### config.mk
export PLATFORM = sky130hd
export DESIGN_NAME = lsp_core
export DESIGN_NICKNAME = d
export VERILOG_FILES = /design/src/core/lsp_pkg.sv /design/src/core/lsp_core.sv
export SDC_FILE = /design/constraint.sdc
export NUM_CORES = 1
export LEC_CHECK = 0
export BUFFER_PORTS_ARGS = -buffer_cell sky130_fd_sc_hd__buf_2
export CORE_ASPECT_RATIO = 1.4
export CORE_MARGIN = 5
export CORE_UTILIZATION = 57
export CTS_CLUSTER_DIAMETER = 200
export DETAILED_ROUTE_END_ITERATION = 6
export PLACE_DENSITY_LB_ADDON = 0.3
export SETUP_SLACK_MARGIN = 0.15
export SYNTH_ARGS = -nofsm -noshare
export SYNTH_HDL_FRONTEND = slang
export SYNTH_SLANG_ARGS = --single-unit
### constraint.sdc
create_clock -name clk_sys_i -period 20.2 [get_ports clk_sys_i]
set_clock_uncertainty 0.15 [all_clocks]
set_input_delay 1.01 -clock clk_sys_i [delete_from_list [all_inputs] [get_ports clk_sys_i]]
set_output_delay 1.01 -clock clk_sys_i [all_outputs]
set_load 0.01 [all_outputs]
### src/core/lsp_pkg.sv
package lsp_pkg;
   // Register byte offsets on the APB slave
   localparam logic [7:0] OFS_CTRL = 8'h00; // Configuration bits
   localparam logic [7:0] OFS_CFG_SP = 8'h04; // Configured default setpoint
   localparam logic [7:0] OFS_PRESET = 8'h08; // External preset telegram (write)
   localparam logic [7:0] OFS_SHIFT = 8'h0c; // Shift dimming telegram (write)
   localparam logic [7:0] OFS_TEACH = 8'h10; // Teach telegram (write)
   localparam logic [7:0] OFS_RESET = 8'h14; // Setpoint reset telegram (write)
   localparam logic [7:0] OFS_MEAS = 8'h18; // Measured brightness
   localparam logic [7:0] OFS_LIMIT = 8'h1c; // Shift limits, low and high
   localparam logic [7:0] OFS_SETPT = 8'h20; // Active setpoint and upper bound (read)
   localparam logic [7:0] OFS_CH1 = 8'h24; // Channel 1 output value
   localparam logic [7:0] OFS_OFFS = 8'h28; // Offsets of channels 2 and 3, hysteresis
   localparam logic [7:0] OFS_OUTS = 8'h2c; // Channel outputs readback
   localparam logic [7:0] OFS_DNLD = 8'h30; // Configuration download strobe

   // CTRL field positions
   localparam int CTRL_CNT_LSB = 0; // lighting_channel_count, 2 bits
   localparam int CTRL_PERM = 2; // adjust_persistence_select: 1 = permanent
   localparam int CTRL_TMODE_LSB = 3; // Teach mode, 2 bits
   localparam int CTRL_OVWR = 5; // Overwrite on download
   localparam int CTRL_PHASE = 6; // Control phase active
   localparam int CTRL_HYST_LSB = 8; // Percentage hysteresis, 8 bits

   // Teach modes
   localparam logic [1:0] TMODE_ONE = 2'h0; // 1 active, 0 restores
   localparam logic [1:0] TMODE_ZERO = 2'h1; // 0 active, 1 restores
   localparam logic [1:0] TMODE_BOTH = 2'h2; // Both values active

   // Reset values
   localparam logic [15:0] CFG_SP_RST = 16'h0190;
   localparam logic [15:0] CTRL_RST = 16'h1401;

   // Timing
   localparam int CLK_HZ = 20_000_000;
   localparam int SETTLE_MS = 2000;
   localparam int TIMEOUT_MS = 30000;
   localparam int SETTLE_CYC = CLK_HZ / 1000 * SETTLE_MS;
   localparam int TIMEOUT_CYC = CLK_HZ / 1000 * TIMEOUT_MS;

   // Forwarded dimming telegram for channel 1
   typedef struct packed {
      logic valid;
      logic [3:0] code;
   } lsp_dim_s;

   typedef enum logic [1:0] {
      SH_IDLE = 2'b00,
      SH_RUN = 2'b01,
      SH_SETTLE = 2'b10
   } lsp_shift_e;
endpackage

### src/core/lsp_core.sv
// Design decisions made here: the register offsets and the APB slave port.
`timescale 1ns/1ns
// Operation
// RL1: Preset telegram replaces active setpoint
// RL2: Preset setpoint survives supply loss; here reset reloads the setpoint with CFG_SP_RST
// RL3: Preset, teach, reset ignore phase and disable
// RL4: Shift starts in phase, forwards dimming
// RL5: Stop telegram forwarded to channel 1
// RL6: Store measurement two seconds after stop
// RL7: Thirty second timeout issues own stop
// RL8: Passed limit stops, adopts limit
// RL9: Shift validity temporary or permanent
// RL10: Active teach adopts measured brightness
// RL11: Teach polarity; opposite restores default
// RL12: Reset restores configured default setpoint
// RL13: Download overwrites per option
// RL14: Configured setpoint until first preset/teach
// RL15: One to three channels configured
// RL16: Multi-channel uses absolute byte outputs
// RL17: Channels 2,3 derived from channel 1
// RL18: Fixed signed offset from output one
// RL19: Channel 1 zero forces others zero
// RL20: On-off hysteresis for negative offset
// RL21: Upper bound setpoint plus percent
// RL22: Saturate 0..255, hysteresis forces zero
// RL23: Shift outside phase ignored; here only from idle, a running shift forwards telegrams in any phase
module lsp_core #(
   parameter int SETTLE_CYCLES = lsp_pkg::SETTLE_CYC,
   parameter int TIMEOUT_CYCLES = lsp_pkg::TIMEOUT_CYC
) (
   // Clock and reset
   input wire logic clk_sys_i,
   input wire logic rst_n_i,
   // APB slave
   input wire logic psel_i,
   input wire logic penable_i,
   input wire logic pwrite_i,
   input wire logic [7:0] paddr_i,
   input wire logic [31:0] pwdata_i,
   output logic [31:0] prdata_o,
   output logic pready_o,
   output logic pslverr_o,
   // Channel 1 relative dimming output
   output lsp_pkg::lsp_dim_s dim_ch1_o,
   // Absolute channel outputs
   output logic [7:0] out_ch1_o,
   output logic [7:0] out_ch2_o,
   output logic [7:0] out_ch3_o,
   output logic abs_only_o
);
   import lsp_pkg::*;

   // Configuration and telegram state
   logic [15:0] ctrl; // Config bits
   logic [15:0] cfg_sp; // Default setpoint
   logic [15:0] meas; // Measured brightness
   logic [15:0] lim_lo, lim_hi; // Shift limits
   logic [7:0] ch1; // Channel 1 control output
   logic [8:0] offs2, offs3; // Signed offsets
   logic [7:0] hyst; // On-off hysteresis
   logic [15:0] sp; // Active setpoint
   logic [15:0] sp_saved; // Setpoint before a temporary shift
   logic ext_set; // Preset or teach happened since commissioning
   logic [15:0] upper; // Upper band bound
   lsp_shift_e sh_st; // Shift state
   logic [31:0] sh_cnt; // Shift timer
   logic phase_q; // Previous control phase
   logic [7:0] o2, o3; // Derived outputs
   logic on2, on3; // Channel on states for hysteresis

   logic [15:0] next_ctrl, next_cfg_sp, next_meas, next_lim_lo, next_lim_hi, next_sp;
   logic [15:0] next_sp_saved, next_upper;
   logic [7:0] next_ch1, next_hyst, next_o2, next_o3;
   logic [8:0] next_offs2, next_offs3;
   logic next_ext_set, next_on2, next_on3;
   lsp_shift_e next_sh_st;
   logic [31:0] next_sh_cnt;
   lsp_dim_s next_dim;
   logic [31:0] next_rdata;

   // Decoded APB strobes; write taken at the access phase, read from setup
   logic wr, rd;
   logic in_phase;
   logic [1:0] tmode;
   logic [3:0] wcode;
   assign wr = psel_i & penable_i & pwrite_i;
   assign rd = psel_i & ~pwrite_i; // From setup on, so read data already stands at the access edge
   assign in_phase = ctrl[CTRL_PHASE];
   assign tmode = ctrl[CTRL_TMODE_LSB +: 2];
   assign wcode = pwdata_i[3:0];

   // Offset of one channel with hysteresis; returns {on, value}
   function automatic logic [8:0] derive(input logic [7:0] c1, input logic [8:0] off,
                                         input logic [7:0] hy, input logic on_prev);
      logic [10:0] sum;
      logic on;
      sum = {3'b000, c1} + {{2{off[8]}}, off};
      on = on_prev;
      if (c1 == 8'h00) begin
         on = 1'b0; // RL19
      end else if (!off[8]) begin
         on = 1'b1; // RL18
      end else if ($signed(sum) > $signed({3'b000, hy})) begin
         on = 1'b1; // RL20
      end else if ($signed(sum) <= 11'sd0) begin
         on = 1'b0; // RL20
      end
      if (!on) begin
         derive = 9'h000; // RL22
      end else if ($signed(sum) > 11'sd255) begin
         derive = {1'b1, 8'hff}; // RL22
      end else if ($signed(sum) < 11'sd1) begin
         derive = {1'b1, 8'h00}; // RL22
      end else begin
         derive = {1'b1, sum[7:0]}; // RL17
      end
   endfunction

   // Next-state logic for setpoint, shift and config
   always_comb begin
      logic [8:0] r2, r3;
      logic [23:0] prod;
      next_ctrl = ctrl;
      next_cfg_sp = cfg_sp;
      next_meas = meas;
      next_lim_lo = lim_lo;
      next_lim_hi = lim_hi;
      next_ch1 = ch1;
      next_offs2 = offs2;
      next_offs3 = offs3;
      next_hyst = hyst;
      next_sp = sp;
      next_sp_saved = sp_saved;
      next_ext_set = ext_set;
      next_sh_st = sh_st;
      next_sh_cnt = sh_cnt;
      next_dim = '0;
      r2 = 9'h000;
      r3 = 9'h000;
      prod = 24'h000000;
      // Plain configuration writes
      if (wr) begin
         case (paddr_i)
            OFS_CTRL: next_ctrl = pwdata_i[15:0];
            OFS_CFG_SP: next_cfg_sp = pwdata_i[15:0];
            OFS_MEAS: next_meas = pwdata_i[15:0];
            OFS_LIMIT: begin
               next_lim_lo = pwdata_i[15:0];
               next_lim_hi = pwdata_i[31:16];
            end
            OFS_CH1: next_ch1 = pwdata_i[7:0];
            OFS_OFFS: begin
               next_offs2 = pwdata_i[8:0];
               next_offs3 = pwdata_i[24:16];
               next_hyst = pwdata_i[15:9] == 7'h00 ? 8'h00 : {1'b0, pwdata_i[15:9]};
            end
            default: ;
         endcase
      end
      // Shift sequencing
      case (sh_st)
         SH_IDLE: begin
            if (wr && paddr_i == OFS_SHIFT && in_phase && wcode[2:0] != 3'h0) begin // RL23
               next_sh_st = SH_RUN; // RL4
               next_sh_cnt = 32'h0;
               next_dim = '{valid: 1'b1, code: wcode}; // RL4
            end
         end
         SH_RUN: begin
            if (wr && paddr_i == OFS_SHIFT) begin
               next_dim = '{valid: 1'b1, code: wcode}; // RL4
               next_sh_cnt = 32'h0;
               if (wcode[2:0] == 3'h0) begin
                  next_sh_st = SH_SETTLE; // RL5
               end
            end else if (meas > lim_hi || meas < lim_lo) begin
               next_dim = '{valid: 1'b1, code: 4'h0}; // RL8
               next_sp = meas > lim_hi ? lim_hi : lim_lo; // RL8
               next_sh_st = SH_IDLE;
            end else if (sh_cnt >= 32'(TIMEOUT_CYCLES - 1)) begin
               next_dim = '{valid: 1'b1, code: 4'h0}; // RL7
               next_sh_cnt = 32'h0;
               next_sh_st = SH_SETTLE; // RL7
            end else begin
               next_sh_cnt = sh_cnt + 32'h1;
            end
         end
         SH_SETTLE: begin
            if (sh_cnt >= 32'(SETTLE_CYCLES - 1)) begin
               next_sp = meas; // RL6
               next_sh_st = SH_IDLE;
            end else begin
               next_sh_cnt = sh_cnt + 32'h1;
            end
         end
         default: next_sh_st = SH_IDLE;
      endcase
      // Temporary shift ends when the control phase ends with the shift idle
      if (phase_q && !in_phase && !ctrl[CTRL_PERM] && sh_st == SH_IDLE) begin
         next_sp = sp_saved; // RL9
      end
      if (sh_st == SH_IDLE && next_sh_st == SH_RUN) begin
         next_sp_saved = sp; // RL9
      end
      // Setpoint telegrams act in any phase; later ones win
      if (wr && paddr_i == OFS_PRESET) begin
         next_sp = pwdata_i[15:0]; // RL1
         next_sp_saved = pwdata_i[15:0]; // RL2
         next_ext_set = 1'b1; // RL3
      end
      if (wr && paddr_i == OFS_TEACH) begin
         if (tmode == TMODE_BOTH || pwdata_i[0] == (tmode == TMODE_ONE)) begin
            next_sp = meas; // RL10
            next_sp_saved = meas; // RL10
            next_ext_set = 1'b1; // RL3
         end else begin
            next_sp = cfg_sp; // RL11
            next_sp_saved = cfg_sp; // RL11
         end
      end
      if (wr && paddr_i == OFS_RESET) begin
         next_sp = cfg_sp; // RL12
         next_sp_saved = cfg_sp; // RL12
      end
      if (wr && paddr_i == OFS_DNLD) begin
         if (ctrl[CTRL_OVWR] || !ext_set) begin
            next_sp = cfg_sp; // RL13 RL14
            next_sp_saved = cfg_sp; // RL14
         end
      end
      // Upper band bound follows the setpoint
      prod = {8'h00, next_sp} * {16'h0000, ctrl[CTRL_HYST_LSB +: 8]};
      next_upper = next_sp + 16'(prod / 24'd100); // RL21
      // Channel derivation
      r2 = derive(ch1, offs2, hyst, on2);
      r3 = derive(ch1, offs3, hyst, on3);
      next_on2 = r2[8];
      next_on3 = r3[8];
      next_o2 = ctrl[1:0] >= 2'h2 ? r2[7:0] : 8'h00; // RL15
      next_o3 = ctrl[1:0] == 2'h3 ? r3[7:0] : 8'h00; // RL15
      // Read mux
      case (paddr_i)
         OFS_CTRL: next_rdata = {16'h0000, ctrl};
         OFS_CFG_SP: next_rdata = {16'h0000, cfg_sp};
         OFS_MEAS: next_rdata = {16'h0000, meas};
         OFS_LIMIT: next_rdata = {lim_hi, lim_lo};
         OFS_SETPT: next_rdata = {upper, sp};
         OFS_CH1: next_rdata = {24'h000000, ch1};
         OFS_OFFS: next_rdata = {7'h00, offs3, hyst[6:0], offs2};
         OFS_OUTS: next_rdata = {6'h00, sh_st, out_ch3_o, out_ch2_o, out_ch1_o};
         default: next_rdata = 32'h0;
      endcase
   end

   // Register stage; reset reloads the setpoint with CFG_SP_RST like the other registers
   always_ff @(posedge clk_sys_i or negedge rst_n_i) begin
      if (!rst_n_i) begin
         ctrl <= CTRL_RST;
         cfg_sp <= CFG_SP_RST;
         meas <= 16'h0000;
         lim_lo <= 16'h0000;
         lim_hi <= 16'hffff;
         ch1 <= 8'h00;
         offs2 <= 9'h000;
         offs3 <= 9'h000;
         hyst <= 8'h00;
         sp <= CFG_SP_RST;
         sp_saved <= CFG_SP_RST;
         upper <= CFG_SP_RST;
         ext_set <= 1'b0;
         sh_st <= SH_IDLE;
         sh_cnt <= 32'h0;
         phase_q <= 1'b0;
         on2 <= 1'b0;
         on3 <= 1'b0;
         dim_ch1_o <= '0;
         out_ch1_o <= 8'h00;
         out_ch2_o <= 8'h00;
         out_ch3_o <= 8'h00;
         abs_only_o <= 1'b0;
         prdata_o <= 32'h0;
         pready_o <= 1'b0;
         pslverr_o <= 1'b0;
      end else begin
         ctrl <= next_ctrl;
         cfg_sp <= next_cfg_sp;
         meas <= next_meas;
         lim_lo <= next_lim_lo;
         lim_hi <= next_lim_hi;
         ch1 <= next_ch1;
         offs2 <= next_offs2;
         offs3 <= next_offs3;
         hyst <= next_hyst;
         sp <= next_sp;
         sp_saved <= next_sp_saved;
         upper <= next_upper;
         ext_set <= next_ext_set;
         sh_st <= next_sh_st;
         sh_cnt <= next_sh_cnt;
         phase_q <= in_phase;
         on2 <= next_on2;
         on3 <= next_on3;
         dim_ch1_o <= next_dim;
         out_ch1_o <= ch1;
         out_ch2_o <= next_o2;
         out_ch3_o <= next_o3;
         abs_only_o <= ctrl[1:0] >= 2'h2; // RL16
         prdata_o <= rd ? next_rdata : 32'h0;
         pready_o <= 1'b1;
         pslverr_o <= 1'b0;
      end
   end

   // Checks
   property p_preset;
      @(posedge clk_sys_i) disable iff (!rst_n_i)
      wr && paddr_i == OFS_PRESET |=> ext_set;
   endproperty
   a_preset: assert property (p_preset) else $error("preset not recorded"); // RL14
   property p_preset_val;
      @(posedge clk_sys_i) disable iff (!rst_n_i)
      wr && paddr_i == OFS_PRESET |=> sp == $past(pwdata_i[15:0]);
   endproperty
   a_preset_val: assert property (p_preset_val) else $error("preset not taken"); // RL1
   property p_reset_sp;
      @(posedge clk_sys_i) disable iff (!rst_n_i)
      wr && paddr_i == OFS_RESET |=> sp == cfg_sp;
   endproperty
   a_reset_sp: assert property (p_reset_sp) else $error("reset not restored"); // RL12
   property p_shift_ignored;
      @(posedge clk_sys_i) disable iff (!rst_n_i)
      sh_st == SH_IDLE && wr && paddr_i == OFS_SHIFT && !in_phase |=> sh_st == SH_IDLE;
   endproperty
   a_shift_ignored: assert property (p_shift_ignored) else $error("shift out of phase"); // RL23
   property p_fwd;
      @(posedge clk_sys_i) disable iff (!rst_n_i)
      sh_st == SH_RUN && wr && paddr_i == OFS_SHIFT |=> dim_ch1_o.valid;
   endproperty
   a_fwd: assert property (p_fwd) else $error("dim not forwarded"); // RL4
   property p_stop_settle;
      @(posedge clk_sys_i) disable iff (!rst_n_i)
      sh_st == SH_RUN && wr && paddr_i == OFS_SHIFT && wcode[2:0] == 3'h0
      |=> sh_st == SH_SETTLE && dim_ch1_o.code[2:0] == 3'h0;
   endproperty
   a_stop_settle: assert property (p_stop_settle) else $error("stop not passed"); // RL5
   property p_settle_store;
      @(posedge clk_sys_i) disable iff (!rst_n_i)
      sh_st == SH_SETTLE && sh_cnt >= 32'(SETTLE_CYCLES - 1) |=> sp == $past(meas);
   endproperty
   a_settle_store: assert property (p_settle_store) else $error("settle not stored"); // RL6
   property p_ch_zero;
      @(posedge clk_sys_i) disable iff (!rst_n_i)
      ch1 == 8'h00 |=> out_ch2_o == 8'h00 && out_ch3_o == 8'h00;
   endproperty
   a_ch_zero: assert property (p_ch_zero) else $error("channels not off"); // RL19
   property p_upper;
      @(posedge clk_sys_i) disable iff (!rst_n_i)
      $changed(sp) |-> upper >= sp;
   endproperty
   a_upper: assert property (p_upper) else $error("upper below setpoint"); // RL21
   property p_teach;
      @(posedge clk_sys_i) disable iff (!rst_n_i)
      wr && paddr_i == OFS_TEACH && tmode == TMODE_BOTH |=> sp == $past(meas);
   endproperty
   a_teach: assert property (p_teach) else $error("teach not taken"); // RL10
   c_shift: cover property (@(posedge clk_sys_i) sh_st == SH_RUN ##1 sh_st == SH_SETTLE);
   c_limit: cover property (@(posedge clk_sys_i) sh_st == SH_RUN ##1 sh_st == SH_IDLE);
   c_dnld: cover property (@(posedge clk_sys_i) wr && paddr_i == OFS_DNLD && ext_set);
   c_preset: cover property (@(posedge clk_sys_i) wr && paddr_i == OFS_PRESET);
endmodule // lsp_core

==> run_results.csv <==
group,metric,value,unit
clocking,path_clk_slew,0.07,ns
sta,final.min_clock_period,20.62,ns
placed_design,dpl.hpwl,56800,µm
flow_run,drv_cap,0,
sta,setup_slack,-0.417,ns
sta,worst_pin_slew,1.25,ns
worst_setup_path,path_max_fanout,8,
clocking,cts_buffers,25,
synthesis,async_reset_ff_share,100,%
clocking,clk-insertion-delay-late,0.55,ns
clocking,clkSinkCount,262,
run_status,violations,"DRC, setup timing",
worst_setup_path,critical_path_arrival,20.91,ns
placed_design,placed_cells,3421,
worst_setup_path,slowest_stage,"fa_1",
grt,overflow,0,
die,die_h,245,µm
sta,hold_viol_final,0,
worst_setup_path,cp_common_cell,"a21oi_2",
clocking,cts_tree,"yes",
synthesis,synth_edf_count,0,
grt,grt_max_degree,114,
synthesis,synth-main-ff-cell,"dfrtp_1",
synthesis,syn_area,22600,µm²
final_layout,antenna_cells,0,
drt,wirelength,80900,µm
grt,grt_pass1_wl,123000,µm
synthesis,synth_seq_cells,262,
min_path,hold_class,"reg2reg",
drt,vias_per_cell,6.46,
sta,setup_viol_count_final,5,
final_layout,layout-drive-gt1-share,37.4,%
die,die_x,178,µm
drt,drtPass1Iterations,7,
synthesis,synthDistinctLibCells,115,
worst_setup_path,end_kind,"register",
clocking,clockRootBuffer,"clkbuf_16",
synthesis,synth_area_per_cell,9.01,µm²
final_layout,layout.cells.non_filler,3561,
grt,grt_pass1_vias,23100,
clocking,htree_levels,1,
grt,antenna_found_initial,0,
worst_setup_path,cp_num_buf_inv,15,
worst_setup_path,start_kind,"register",
worst_setup_path,max_stage_delay,0.56,ns
drt,via_count,23000,
grt,grt.total_usage,35.0,%
drt,drc_errors,59,
die,rows,86,
die,io-pin-count,109,
synthesis,ys_warn_count,0,
placed_design,place_area,26300,µm²
die,coreArea,39300,µm²
sta,min_period_over_period,102,%
sta,relSlewSlack,16.5,%
synthesis,yosys-top-cells-area,"dfrtp_1 (26%), fa_1 (7.7%), ha_1 (6.9%), mux2_2 (5.8%), a21oi_1 (3.9%)",
placed_design,port-buffer-count,107,
die,start_util,57.5,%
worst_setup_path,path_class,"reg2reg",
final_layout,syn_to_final_growth,31.8,%
clocking,postCtsHoldBufs,0,
synthesis,ys_seq_area_share,29.2,%
placed_design,place_congestion,1.01,
synthesis,synth_top_area_share,25.6,%
synthesis,synth_nets,2762,
sta,final_max_slew_viol_count,0,
final_layout,stdcell_area,29800,µm²
synthesis,yosys.area.top_type,"dfrtp_1",
worst_setup_path,required,20.49,ns
drt,final_antenna_net_count,0,
die,fp.dieArea,43700,µm²
run_status,status,"complete, but fails checks",
sta,rsz0062_at_grt,"true",
drt,drtIter0Drc,2465,
drt,post_drt_wl_per_cell,22.7,µm
worst_setup_path,path_delay_family,"compound AO/OA/AOI/OAI gates",
sta,max_freq,48.5,MHz
clocking,cts_buffer_depth,3,
final_layout,final_nets,3272,
synthesis,syn_inst,2505,
[path summary, 6_finish.rpt]
kind | slack [ns] | startpoint | cells past startpoint | to
max | -0.42 | lim_lo[1] | 107 | upper[15]
min | 0.33 | ext_set | 1 | ext_set
max reg2reg | -0.42 | lim_lo[1] | 107 | upper[15]
min reg2reg | 0.33 | ext_set | 1 | ext_set
max in group asynchronous | 17.06 | rst_n_i | 3 | offs3[8]
min in group asynchronous | 0.37 | rst_n_i | 1 | sh_cnt[8]
[registers in the layout, indices dropped and copies added, names as in the netlist, 8 cells and up]
signal and cells:
offs2 9, out_ch2_o 8, offs3 9, upper 16, meas 16, ctrl 16, prdata_o 32, lim_hi 16
sp 16, out_ch1_o 8, lim_lo 16, out_ch3_o 8, sh_cnt 32, cfg_sp 16, ch1 8, sp_saved 16
[worst register-to-register path, delay by kind of cell (launching register included)]
family          cells  cell delay, ns
xor+xnor            6            0.97
fa+ha+maj           7            2.98
flops               1            0.36
mux                 2            0.29
compound gates     58           10.41
simple gates       19            3.29
buf+inv            15            2.08
[layout make-up]
class,instances,area [µm²]
multi-input cells,1960,16600
clock inverters,12,129
flip-flops and latches,262,6600
repair buffers,592,4380
well taps,528,661
fillers,2720,9510
clock buffers,33,706
inverters,174,658
[metrics by stage]
step | TNS, ns | hold slack (ns) | setup slack, ns | utilization (%)
6_report | -1.36 | 0.327 | -0.417 | 75.8
5_1_grt | -7.59 | 0.345 | -1.30 | 75.8
4_1_cts | 0 | 0.328 | 0.166 | 71.9
3_5_place_dp | -4.92 | 0.315 | -1.13 | 67.0
3_3_place_gp | -2.40 | 0.310 | -0.710 | 67.0
2_1_floorplan | 0 | 0.263 | 0.290 | -
[cell usage in the layout, fill, tap and decap left out, drive strengths merged, types with 9 or more instances in the layout]
| master | n |
|---|---|
| and3 | 31 |
| fa | 87 |
| inv | 175 |
| xnor2 | 72 |
| a211oi | 55 |
| o21a | 19 |
| xor2 | 20 |
| a21o | 33 |
| a221oi | 11 |
| nor4 | 11 |
| nand4 | 22 |
| o31ai | 26 |
| o211ai | 36 |
| o21ai | 150 |
| mux2 | 116 |
| and2 | 98 |
| or2 | 15 |
| a22oi | 80 |
| a21oi | 178 |
| clkbuf | 33 |
| a22o | 11 |
| nor3 | 37 |
| dfstp | 31 |
| buf | 592 |
| a31oi | 42 |
| or4 | 11 |
| nor2b | 21 |
| ha | 125 |
| or3 | 12 |
| nand2 | 185 |
| dfrtp | 231 |
| nand3 | 55 |
| mux2i | 32 |
| nand2b | 13 |
| o21bai | 30 |
| nor2 | 197 |
| o31a | 9 |
[Yosys cell counts, drive strengths merged, types with 8 or more instances]
cell / count
o211a: 8
or4: 11
dfrtp: 231
a31oi: 41
or2: 15
fa: 87
nand3: 55
inv: 173
buf: 26
nand4: 22
xnor2: 72
o31ai: 26
xor2: 20
mux2i: 32
a22o: 11
nor2b: 21
mux2: 116
o211ai: 36
o21ai: 150
nand2: 185
dfstp: 31
a221oi: 11
o21a: 19
o21bai: 30
or3: 12
nor2: 197
and3: 31
a31o: 8
a22oi: 80
a21oi: 178
and2: 98
clkbuf: 84
a211oi: 55
nor3: 37
nor4: 11
nand2b: 13
o31a: 9
a222oi: 8
ha: 125
a21o: 33
[what timing repair did]
action / in CTS / in global routing
gates cloned: 1 / 0
gates resized for setup: 164 / 243
pin swaps: 95 / 182
buffers inserted: 46 / 48
endpoints found under the setup margin: 10 / 13
[logic make-up (layout without fill, tap and decap cells)]
| kind of cell | Yosys count | in the layout | share of synthesized area [%] |
|---|---|---|---|
| and+or+nand+nor | 722 | 722 | 15.9 |
| AOI/OAI and AO/OA | 779 | 780 | 24.1 |
| adders and majority gates | 216 | 216 | 14.8 |
| DFF | 262 | 262 | 29.2 |
| muxes | 148 | 148 | 7.26 |
| other | 2 | 2 | 0.0333 |
| buffers and inverters | 284 | 811 | 5.03 |
| xor gates and xnor gates | 92 | 92 | 3.67 |
[per-layer routing]
layer  vias up  part of all wire (%)  track usage (%)
met1     11300                    35             39.5
li1      10100                     -                -
met4         0                   8.3             22.0
met5         -                     0                0
met2      1214                    50             62.0
met3       418                   6.9             4.44
Power is not shown: default switching activity piles up to over one toggle a cycle in this logic, so the estimate is an artifact.
